<file path="src/inc/tcsm_defines.vh">
// Purpose: constants for the threshold capture and stop monitor
// Assumes: 50 MHz system clock, APB register access
// Notes:   offsets are byte addresses of 32-bit words
`ifndef TCSM_DEFINES_VH
`define TCSM_DEFINES_VH

// ----------------------------------------------------------------
// timing
// ----------------------------------------------------------------
`define TCSM_CLK_HZ 50000000
`define TCSM_SAMPLE_US 2000
`define TCSM_SAMPLE_CYC ((`TCSM_CLK_HZ / 1000000) * `TCSM_SAMPLE_US)

// ----------------------------------------------------------------
// register offsets
// ----------------------------------------------------------------
`define TCSM_REG_CTRL 12'h000
`define TCSM_REG_CAP_THR 12'h004
`define TCSM_REG_FACTOR 12'h008
`define TCSM_REG_OFFSET 12'h00C
`define TCSM_REG_STOP_THR 12'h010
`define TCSM_REG_RESULT 12'h014
`define TCSM_REG_STATUS 12'h018

// ----------------------------------------------------------------
// control fields
// ----------------------------------------------------------------
`define TCSM_CTRL_CAP_ARM 0
`define TCSM_CTRL_STOP_ARM 1
`define TCSM_CTRL_CAP_TRG_LO 2
`define TCSM_CTRL_CAP_TRG_HI 3
`define TCSM_CTRL_CAP_LESS 4
`define TCSM_CTRL_CAP_MEAS_LO 5
`define TCSM_CTRL_CAP_MEAS_HI 6
`define TCSM_CTRL_STOP_SRC_LO 7
`define TCSM_CTRL_STOP_SRC_HI 8
`define TCSM_CTRL_STOP_LESS 9
`define TCSM_CTRL_FAC_VAR 10
`define TCSM_CTRL_OFS_VAR 11
`define TCSM_CTRL_THR_VAR 12

// ----------------------------------------------------------------
// source codes and reset values
// ----------------------------------------------------------------
`define TCSM_SRC_POS 2'h0
`define TCSM_SRC_FORCE 2'h1
`define TCSM_SRC_MEAS 2'h2
`define TCSM_FACTOR_ONE 32'h00010000
`define TCSM_CTRL_RST 32'h00000020
`define TCSM_FRAC_BITS 16

`endif

</file>
<file path="src/tcsm_monitor.v">
// Purpose: threshold capture and stop monitor for a press axis
// Assumes: sensor inputs synchronous to clk_i, APB slave access
// Notes:   arms are cleared when the positioning move ends
//
// Behaviour
// - evaluate comparisons once per 2 ms tick
// - signals seen only at sample instants
// - capture measured signal when trigger condition holds
// - result is captured value times factor plus offset
// - factor resets to one, offset to zero
// - factor and offset from constant or variable
// - trigger select: position, force, measuring sensor
// - greater compare holds when trigger >= threshold
// - smaller compare holds when trigger <= threshold
// - measured select: position, force, measuring sensor
// - capture defaults: position, greater, zero, force
// - stop asserted at first crossing sample
// - greater stop when signal rises above threshold
// - smaller stop when signal drops below threshold
// - stop threshold from constant or variable
// - stop defaults: position, greater, zero, constant
// - arms last one move, cleared at move end
`timescale 1ns/10ps
`include "tcsm_defines.vh"

module tcsm_monitor #(
    parameter WIDTH = 32,
    parameter SAMPLE_CYC = `TCSM_SAMPLE_CYC
) (
    input wire clk_i, // system clock 50 MHz
    input wire rst_i, // synchronous reset, active high
    input wire psel, // apb select
    input wire penable, // apb enable
    input wire pwrite, // apb write
    input wire [11:0] paddr, // apb byte address
    input wire [31:0] pwdata, // apb write data
    output wire [31:0] prdata, // apb read data
    output wire pready, // apb ready
    output wire pslverr, // apb error on unmapped address
    input wire [WIDTH-1:0] axis_pos_i, // axis position sample
    input wire [WIDTH-1:0] force_i, // force sensor sample
    input wire [WIDTH-1:0] meas_i, // measuring sensor sample
    input wire [31:0] var_factor_i, // user variable factor, Q16.16
    input wire [WIDTH-1:0] var_offset_i, // user variable offset
    input wire [WIDTH-1:0] var_thr_i, // user variable stop threshold
    input wire move_active_i, // high while a positioning move runs
    output wire [WIDTH-1:0] result_o, // scaled capture result
    output wire cap_done_o, // one-cycle pulse when result written
    output wire axis_stop_o, // axis stop command
    output wire sample_tick_o // sample instant pulse
);

    // ----------------------------------------------------------------
    // state declarations
    // ----------------------------------------------------------------
    localparam [2:0] ST_IDLE = 3'h1;
    localparam [2:0] ST_MOVE = 3'h2;
    localparam [2:0] ST_DONE = 3'h4;

    reg [31:0] ctrl_ff;
    reg [WIDTH-1:0] cap_thr_ff;
    reg [31:0] factor_ff;
    reg [WIDTH-1:0] offset_ff;
    reg [WIDTH-1:0] stop_thr_ff;
    reg [WIDTH-1:0] result_ff;
    reg [WIDTH-1:0] raw_ff;
    reg cap_armed_ff;
    reg stop_armed_ff;
    reg captured_ff;
    reg scale_pend_ff;
    reg done_ff;
    reg stop_ff;
    reg [31:0] prdata_ff;
    reg [2:0] state_ff;
    reg [2:0] nxt_state;
    reg [31:0] rd_data;
    reg rd_hit;

    wire tick;
    wire [WIDTH-1:0] scaled;
    wire apb_wr;
    wire arm_cap_wr;
    wire arm_stop_wr;
    wire [1:0] cap_trg_sel;
    wire [1:0] cap_meas_sel;
    wire [1:0] stop_src_sel;
    wire signed [WIDTH-1:0] trg_val;
    wire signed [WIDTH-1:0] meas_val;
    wire signed [WIDTH-1:0] mon_val;
    wire signed [WIDTH-1:0] cap_thr_s;
    wire signed [WIDTH-1:0] stop_thr_s;
    wire [31:0] factor_sel;
    wire [WIDTH-1:0] offset_sel;
    wire cap_hit;
    wire stop_beyond;
    wire move_end;

    // ----------------------------------------------------------------
    // sample tick and scaling
    // ----------------------------------------------------------------
    tcsm_tick_gen #(
        .PERIOD(SAMPLE_CYC)
    ) u_tick (
        .clk_i(clk_i),
        .rst_i(rst_i),
        .tick_o(tick)
    );

    // factor and offset come from constant register or user variable
    assign factor_sel = ctrl_ff[`TCSM_CTRL_FAC_VAR] ? var_factor_i : factor_ff;
    assign offset_sel = ctrl_ff[`TCSM_CTRL_OFS_VAR] ? var_offset_i : offset_ff;

    tcsm_scale #(
        .WIDTH(WIDTH)
    ) u_scale (
        .value_i(raw_ff),
        .factor_i(factor_sel),
        .offset_i(offset_sel),
        .result_o(scaled)
    );

    // ----------------------------------------------------------------
    // source selection and comparison
    // ----------------------------------------------------------------
    assign cap_trg_sel = ctrl_ff[`TCSM_CTRL_CAP_TRG_HI:`TCSM_CTRL_CAP_TRG_LO];
    assign cap_meas_sel = ctrl_ff[`TCSM_CTRL_CAP_MEAS_HI:`TCSM_CTRL_CAP_MEAS_LO];
    assign stop_src_sel = ctrl_ff[`TCSM_CTRL_STOP_SRC_HI:`TCSM_CTRL_STOP_SRC_LO];

    // three-way signal selectors
    assign trg_val = (cap_trg_sel == `TCSM_SRC_FORCE) ? force_i :
                     (cap_trg_sel == `TCSM_SRC_MEAS) ? meas_i : axis_pos_i;
    assign meas_val = (cap_meas_sel == `TCSM_SRC_POS) ? axis_pos_i :
                      (cap_meas_sel == `TCSM_SRC_MEAS) ? meas_i : force_i;
    assign mon_val = (stop_src_sel == `TCSM_SRC_FORCE) ? force_i :
                     (stop_src_sel == `TCSM_SRC_MEAS) ? meas_i : axis_pos_i;

    assign cap_thr_s = cap_thr_ff;
    assign stop_thr_s = ctrl_ff[`TCSM_CTRL_THR_VAR] ? var_thr_i : stop_thr_ff;

    // capture condition is inclusive of the threshold
    assign cap_hit = ctrl_ff[`TCSM_CTRL_CAP_LESS] ? (trg_val <= cap_thr_s) :
                     (trg_val >= cap_thr_s);
    // stop condition is a strict excursion past the threshold
    assign stop_beyond = ctrl_ff[`TCSM_CTRL_STOP_LESS] ? (mon_val < stop_thr_s) :
                         (mon_val > stop_thr_s);

    // ----------------------------------------------------------------
    // move tracking state machine
    // ----------------------------------------------------------------
    assign move_end = (state_ff == ST_MOVE) && !move_active_i;

    // idle until a move starts, done for one cycle when it ends
    always @* begin
        case (state_ff)
            ST_IDLE: begin
                nxt_state = move_active_i ? ST_MOVE : ST_IDLE;
            end
            ST_MOVE: begin
                nxt_state = move_active_i ? ST_MOVE : ST_DONE;
            end
            ST_DONE: begin
                nxt_state = ST_IDLE;
            end
            default: begin
                nxt_state = ST_IDLE;
            end
        endcase
    end

    always @(posedge clk_i) begin
        if (rst_i) begin
            state_ff <= ST_IDLE;
        end else begin
            state_ff <= nxt_state;
        end
    end

    // ----------------------------------------------------------------
    // apb register access
    // ----------------------------------------------------------------
    assign apb_wr = psel && penable && pwrite;
    assign pready = 1'b1;
    assign arm_cap_wr = apb_wr && (paddr == `TCSM_REG_CTRL) && pwdata[`TCSM_CTRL_CAP_ARM];
    assign arm_stop_wr = apb_wr && (paddr == `TCSM_REG_CTRL) && pwdata[`TCSM_CTRL_STOP_ARM];

    // read mux with decode hit flag
    always @* begin
        rd_hit = 1'b1;
        rd_data = 32'h00000000;
        case (paddr)
            `TCSM_REG_CTRL: rd_data = {ctrl_ff[31:2], stop_armed_ff, cap_armed_ff};
            `TCSM_REG_CAP_THR: rd_data = cap_thr_ff;
            `TCSM_REG_FACTOR: rd_data = factor_ff;
            `TCSM_REG_OFFSET: rd_data = offset_ff;
            `TCSM_REG_STOP_THR: rd_data = stop_thr_ff;
            `TCSM_REG_RESULT: rd_data = result_ff;
            `TCSM_REG_STATUS: rd_data = {28'h0000000, stop_ff, captured_ff, stop_armed_ff, cap_armed_ff};
            default: rd_hit = 1'b0;
        endcase
    end

    assign pslverr = psel && penable && !rd_hit;

    // ----------------------------------------------------------------
    // read data register
    // ----------------------------------------------------------------
    // read word latched at the end of the setup cycle, shown through the
    // access cycle and cleared after it, so idle cycles read zero
    always @(posedge clk_i) begin
        if (rst_i) begin
            prdata_ff <= 32'h00000000;
        end else if (psel && !penable && !pwrite) begin
            prdata_ff <= rd_data;
        end else begin
            prdata_ff <= 32'h00000000;
        end
    end

    // configuration registers
    always @(posedge clk_i) begin
        if (rst_i) begin
            ctrl_ff <= `TCSM_CTRL_RST;
            cap_thr_ff <= {WIDTH{1'b0}};
            factor_ff <= `TCSM_FACTOR_ONE;
            offset_ff <= {WIDTH{1'b0}};
            stop_thr_ff <= {WIDTH{1'b0}};
        end else if (apb_wr) begin
            // unmapped and read-only offsets leave the configuration untouched
            case (paddr)
                `TCSM_REG_CTRL: ctrl_ff <= {19'h0, pwdata[12:2], 2'h0};
                `TCSM_REG_CAP_THR: cap_thr_ff <= pwdata[WIDTH-1:0];
                `TCSM_REG_FACTOR: factor_ff <= pwdata;
                `TCSM_REG_OFFSET: offset_ff <= pwdata[WIDTH-1:0];
                `TCSM_REG_STOP_THR: stop_thr_ff <= pwdata[WIDTH-1:0];
                default: ctrl_ff <= ctrl_ff;
            endcase
        end
    end

    // ----------------------------------------------------------------
    // arming, capture and stop
    // ----------------------------------------------------------------
    always @(posedge clk_i) begin
        if (rst_i) begin
            cap_armed_ff <= 1'b0;
            stop_armed_ff <= 1'b0;
            captured_ff <= 1'b0;
            scale_pend_ff <= 1'b0;
            raw_ff <= {WIDTH{1'b0}};
            result_ff <= {WIDTH{1'b0}};
            done_ff <= 1'b0;
            stop_ff <= 1'b0;
        end else begin
            done_ff <= 1'b0;
            // arming write wins over the move-end disarm
            if (arm_cap_wr) begin
                cap_armed_ff <= 1'b1;
                captured_ff <= 1'b0;
            end else if (move_end) begin
                cap_armed_ff <= 1'b0;
            end
            if (arm_stop_wr) begin
                stop_armed_ff <= 1'b1;
                stop_ff <= 1'b0;
            end else if (move_end) begin
                stop_armed_ff <= 1'b0;
                stop_ff <= 1'b0;
            end
            // capture latches once per armed move, only on a tick
            if (tick && cap_armed_ff && !captured_ff && move_active_i && cap_hit) begin
                raw_ff <= meas_val;
                captured_ff <= 1'b1;
                scale_pend_ff <= 1'b1;
            end
            // result written the cycle after capture, with done pulse
            if (scale_pend_ff) begin
                result_ff <= scaled;
                done_ff <= 1'b1;
                scale_pend_ff <= 1'b0;
            end
            // stop on the first sample past the threshold
            // placed last so a crossing in an arm-write cycle still sets the stop if the stop was already armed
            if (tick && stop_armed_ff && move_active_i) begin
                if (stop_beyond) begin
                    stop_ff <= 1'b1;
                end
            end
        end
    end

    // ----------------------------------------------------------------
    // outputs
    // ----------------------------------------------------------------
    assign prdata = prdata_ff;
    assign result_o = result_ff;
    assign cap_done_o = done_ff;
    assign axis_stop_o = stop_ff;
    assign sample_tick_o = tick;

endmodule // tcsm_monitor

</file>
<file path="src/tcsm_scale.v">
// Purpose: fixed-point scale and offset of a captured value
// Assumes: factor in signed Q16.16, value and offset plain signed
// Notes:   combinational; result truncated to WIDTH bits
`timescale 1ns/10ps
`include "tcsm_defines.vh"

module tcsm_scale #(
    parameter WIDTH = 32
) (
    input wire signed [WIDTH-1:0] value_i, // raw captured value
    input wire signed [31:0] factor_i, // Q16.16 factor
    input wire signed [WIDTH-1:0] offset_i, // additive offset
    output wire signed [WIDTH-1:0] result_o // value * factor + offset
);

    wire signed [WIDTH+31:0] prod;
    wire signed [WIDTH+31:0] shifted;

    // ----------------------------------------------------------------
    // multiply, drop fraction bits, add offset
    // ----------------------------------------------------------------
    assign prod = value_i * factor_i;
    assign shifted = prod >>> `TCSM_FRAC_BITS;
    assign result_o = shifted[WIDTH-1:0] + offset_i;

endmodule // tcsm_scale

</file>
<file path="src/tcsm_tick_gen.v">
// Purpose: periodic sample tick generator
// Assumes: one system clock, synchronous reset
// Notes:   tick is one clock wide, once every PERIOD clocks
`timescale 1ns/10ps
`include "tcsm_defines.vh"

module tcsm_tick_gen #(
    parameter PERIOD = `TCSM_SAMPLE_CYC
) (
    input wire clk_i, // system clock
    input wire rst_i, // synchronous reset, active high
    output wire tick_o // one-cycle sample pulse
);

    reg [31:0] cnt_ff;
    wire [31:0] nxt_cnt;

    // ----------------------------------------------------------------
    // period counter
    // ----------------------------------------------------------------
    assign nxt_cnt = (cnt_ff == PERIOD - 1) ? 32'h00000000 : cnt_ff + 32'h00000001;
    assign tick_o = (cnt_ff == PERIOD - 1);

    // count clocks and wrap at the period
    always @(posedge clk_i) begin
        if (rst_i) begin
            cnt_ff <= 32'h00000000;
        end else begin
            cnt_ff <= nxt_cnt;
        end
    end

endmodule // tcsm_tick_gen

</file>
<file path="config.mk">
export PLATFORM = sky130hd
export DESIGN_NAME = tcsm_monitor
export DESIGN_NICKNAME = d
export VERILOG_FILES = /design/src/tcsm_monitor.v /design/src/tcsm_scale.v /design/src/tcsm_tick_gen.v
export VERILOG_INCLUDE_DIRS = /design/src /design/src/inc
export SDC_FILE = /design/constraint.sdc
export NUM_CORES = 2
export LEC_CHECK = 0
export BUFFER_PORTS_ARGS = -buffer_cell sky130_fd_sc_hd__clkbuf_2
export CORE_ASPECT_RATIO = 2
export CORE_MARGIN = 10
export CORE_UTILIZATION = 59
export CTS_CLUSTER_SIZE = 40
export DETAILED_ROUTE_END_ITERATION = 7
export HOLD_SLACK_MARGIN = 0.15
export PLACE_DENSITY = 0.76
export SETUP_SLACK_MARGIN = 0.5
export SYNTH_ARGS = -nofsm -noshare
export SYNTH_HDL_FRONTEND = slang
export SYNTH_SLANG_ARGS = --single-unit
export TNS_END_PERCENT = 5
</file>
<file path="constraint.sdc">
create_clock -name clk_i -period 18.8 [get_ports clk_i]
set_input_delay 2.82 -clock clk_i [delete_from_list [all_inputs] [get_ports clk_i]]
set_output_delay 2.82 -clock clk_i [all_outputs]
set_load 0.02 [all_outputs]
</file>
==> out/qor.csv <==
metric,value,unit
r2r_cells,38,
power.internal,0.897,mW
pwr-share-comb,9.0,%
finalHoldViolCount,0,
swShare,27.1,%
cp.depth,38,
ant_nets,0,
fin_crit_sh,65.8,%
synthArstFlopShare,0,%
p_seq_share,47.6,%
drc,0,
vias,38900,
cts.sinks,276,
drive_gt1_share,9.71,%
cp_top_family,adder cells,
cts_hold_buf,0,
die_y,415,um
first_global_vias,41000,
core,77100,um2
cpMaxStageDelayCell,mux2i_4,
place.port_buffers,309,
critPathMaxFanout,32,
ir_drop,0.0850,mV
synth_edf_count,0,
cp-end-kind,register,
power_per_cell_area,25.2,nW/um2
hp-class,register to register,
drtPass1Iterations,8,
cts_tree,built,
syn-cell-area,45900,um2
rsz0062_at_grt,false,
synthCells,5241,
multi_input_area,36000,um2
clock_path_buffers,3,
final_nets,6662,
htree_levels,1,
period_minus_slack,12.37,ns
slew_violations,0,
ys_warn_count,0,
start_kind,primary input,
cap_violations,0,
wl_per_cell,27.8,um
syn_nets,6585,
hold_depth,2,
dr.first_iter.drc_count,3425,
tightestPinTransition,1.40,ns
synth.avg_cell_area,8.76,um2
slowest_delay,0.87,ns
grt_overflow,0,
outcome,"finished, final reports clean",
synth_cell_types,79,
pre_cts_ws,5.90,ns
relSlewSlack,6.41,%
antenna_found_initial,8,
fin_setup_tns,0,ns
n_fill_cell,6826,
wl,177000,um
numCtsBuffers,23,
grt_max_degree,91,
syn_to_final_growth,6.31,%
regArea,5550,um2
ys.flop_type,dfxtp_1,
finalSetupViolations,0,
synth_seq_area_share,12.0,%
clockRootBuffer,clkbuf_16,
worst_slack,6.43,ns
fmax,80.9,MHz
rows,144,
dieArea,90100,um2
pwr-share-clk,43.4,%
fin_skew,0.0410,ns
start_util,59.5,%
path_common_cell,fa_1,
power_leakage,22.8,nW
critical_path_arrival,12.89,ns
die_w,217,um
switching_power,0.333,mW
insertion_delay,0.61,ns
clk_pin_slew,0.08,ns
grt.total_usage,39.4,%
dp_hpwl,141000,um
crit_required,19.33,ns
critPathKind,primary input to register,
drt-vias-per-instance,6.12,
ys_ff_latch,276,
critPathBufInv,5,
post_cts_buffers,0,
place.gp.congestion,1.08,
grt_pass1_wl,260000,um
ioPinCount,311,
ctsResizeCount,0,
[cell usage after synthesis, drive strengths merged (3+ instances only)]
cell type | n | area share (%)
a211oi | 68 | 1.1
a21boi | 4 | 0.065
a21o | 45 | 0.74
a21oi | 301 | 3.3
a221oi | 4 | 0.10
a222oi | 23 | 0.50
a22o | 4 | 0.076
a22oi | 51 | 0.83
a31oi | 14 | 0.19
and2 | 442 | 6.0
and3 | 21 | 0.29
and4 | 5 | 0.095
buf | 21 | 0.27
clkbuf | 299 | 2.4
dfxtp | 276 | 12
fa | 839 | 37
ha | 263 | 7.2
inv | 854 | 7.0
mux2 | 63 | 1.5
mux2i | 185 | 4.1
nand2 | 761 | 6.2
nand2b | 9 | 0.12
nand3 | 41 | 0.45
nand3b | 3 | 0.049
nand4 | 26 | 0.35
nor2 | 161 | 1.3
nor2b | 137 | 1.9
nor3 | 19 | 0.21
nor3b | 3 | 0.049
nor4 | 12 | 0.21
o211ai | 6 | 0.098
o21a | 19 | 0.31
o21ai | 80 | 0.87
o21bai | 4 | 0.065
o31ai | 4 | 0.076
o41ai | 4 | 0.15
or2 | 12 | 0.16
or3 | 12 | 0.16
xnor2 | 80 | 1.5
xor2 | 38 | 0.72
[power groups by stage]
stage	clock, mW	combinational, mW	sequential [mW]
finish	0.535	0.110	0.586
global route	0.552	0.118	0.586
floorplan	0	0.0462	0.599
detailed placement	0	0.107	0.599
CTS	0.531	0.107	0.585
global placement	0	0.105	0.599
[path summary, 6_finish.rpt]
check / start / to / slack [ns]
hold reg to reg: offset_ff[20] / offset_ff[20] / 0.47
setup / recovery: var_factor_i[1] / result_o[31] / 6.43
hold / removal: offset_ff[20] / offset_ff[20] / 0.47
setup reg to reg: ctrl_ff[10] / result_o[31] / 7.77
[state kept, by name, indices dropped and copies added (netlist names)]
register	flops
cap_thr_ff	32
factor_ff	32
offset_ff	32
prdata	32
raw_ff	32
result_o	32
stop_thr_ff	32
u_tick.cnt_ff	32
ctrl_ff	11
state_ff	3
axis_stop_o	1
cap_armed_ff	1
cap_done_o	1
captured_ff	1
scale_pend_ff	1
stop_armed_ff	1
[layout by cell type, fill, tap and decap left out, types with 137 or more instances in the layout]
cell type,count
clkbuf_2,308
inv_1,854
ha_1,263
nor2b_1,137
fa_1,839
dfxtp_1,264
nand2_1,761
nor2_1,161
and2_1,441
mux2i_1,182
a21oi_1,300
[per-layer routing]
metal / share of wire, % / GRT usage, % / vias to the layer above
met5: 0.026 / 0 / -
li1: - / - / 16400
met4: 13 / 40.7 / 6
met3: 8.6 / 8.58 / 804
met2: 49 / 66.1 / 2285
met1: 30 / 38.5 / 19400
[cells by family after synthesis]
| kind of cell | count (synthesis) | share of synthesized area, % |
|---|---|---|
| muxes | 248 | 5.64 |
| buffers and inverters | 1174 | 9.70 |
| AOI/OAI and AO/OA | 651 | 8.92 |
| xor gates and xnor gates | 118 | 2.25 |
| DFF | 276 | 12.0 |
| and+or+nand+nor | 1671 | 17.7 |
| adders and majority gates | 1102 | 43.7 |
| other | 1 | 0.00817 |
[tightest hold or removal path, stage by stage (launching register included)]
cell and delay (ns):
dfxtp_1 0.32, nand2_1 0.05, a21oi_1 0.05
[area by class of cell]
class,count,area share [%]
repair buffers,372,4.15
inverters,854,6.57
diodes,6,0.0308
clock buffers,27,1.25
multi-input cells,3791,73.7
flip-flops and latches,276,11.4
clock inverters,15,0.369
well taps,1022,2.62
[per-stage QoR]
| stage | total power, mW | area, um2 | hold WS, ns | cells | util [%] |
|---|---|---|---|---|---|
| global placement | 0.704 | 48000 | 0.456 | 6313 | 62.2 |
| CTS | 1.22 | 48800 | 0.472 | 6355 | 63.3 |
| finish | 1.23 | 48800 | 0.475 | 6363 | 63.3 |
| floorplan | 0.646 | 45900 | 0.432 | 5241 | - |
| global route | 1.26 | 48800 | 0.497 | 6357 | 63.3 |
| detailed placement | 0.706 | 48000 | 0.461 | 6313 | 62.2 |
(Power assumes the default switching activity.)
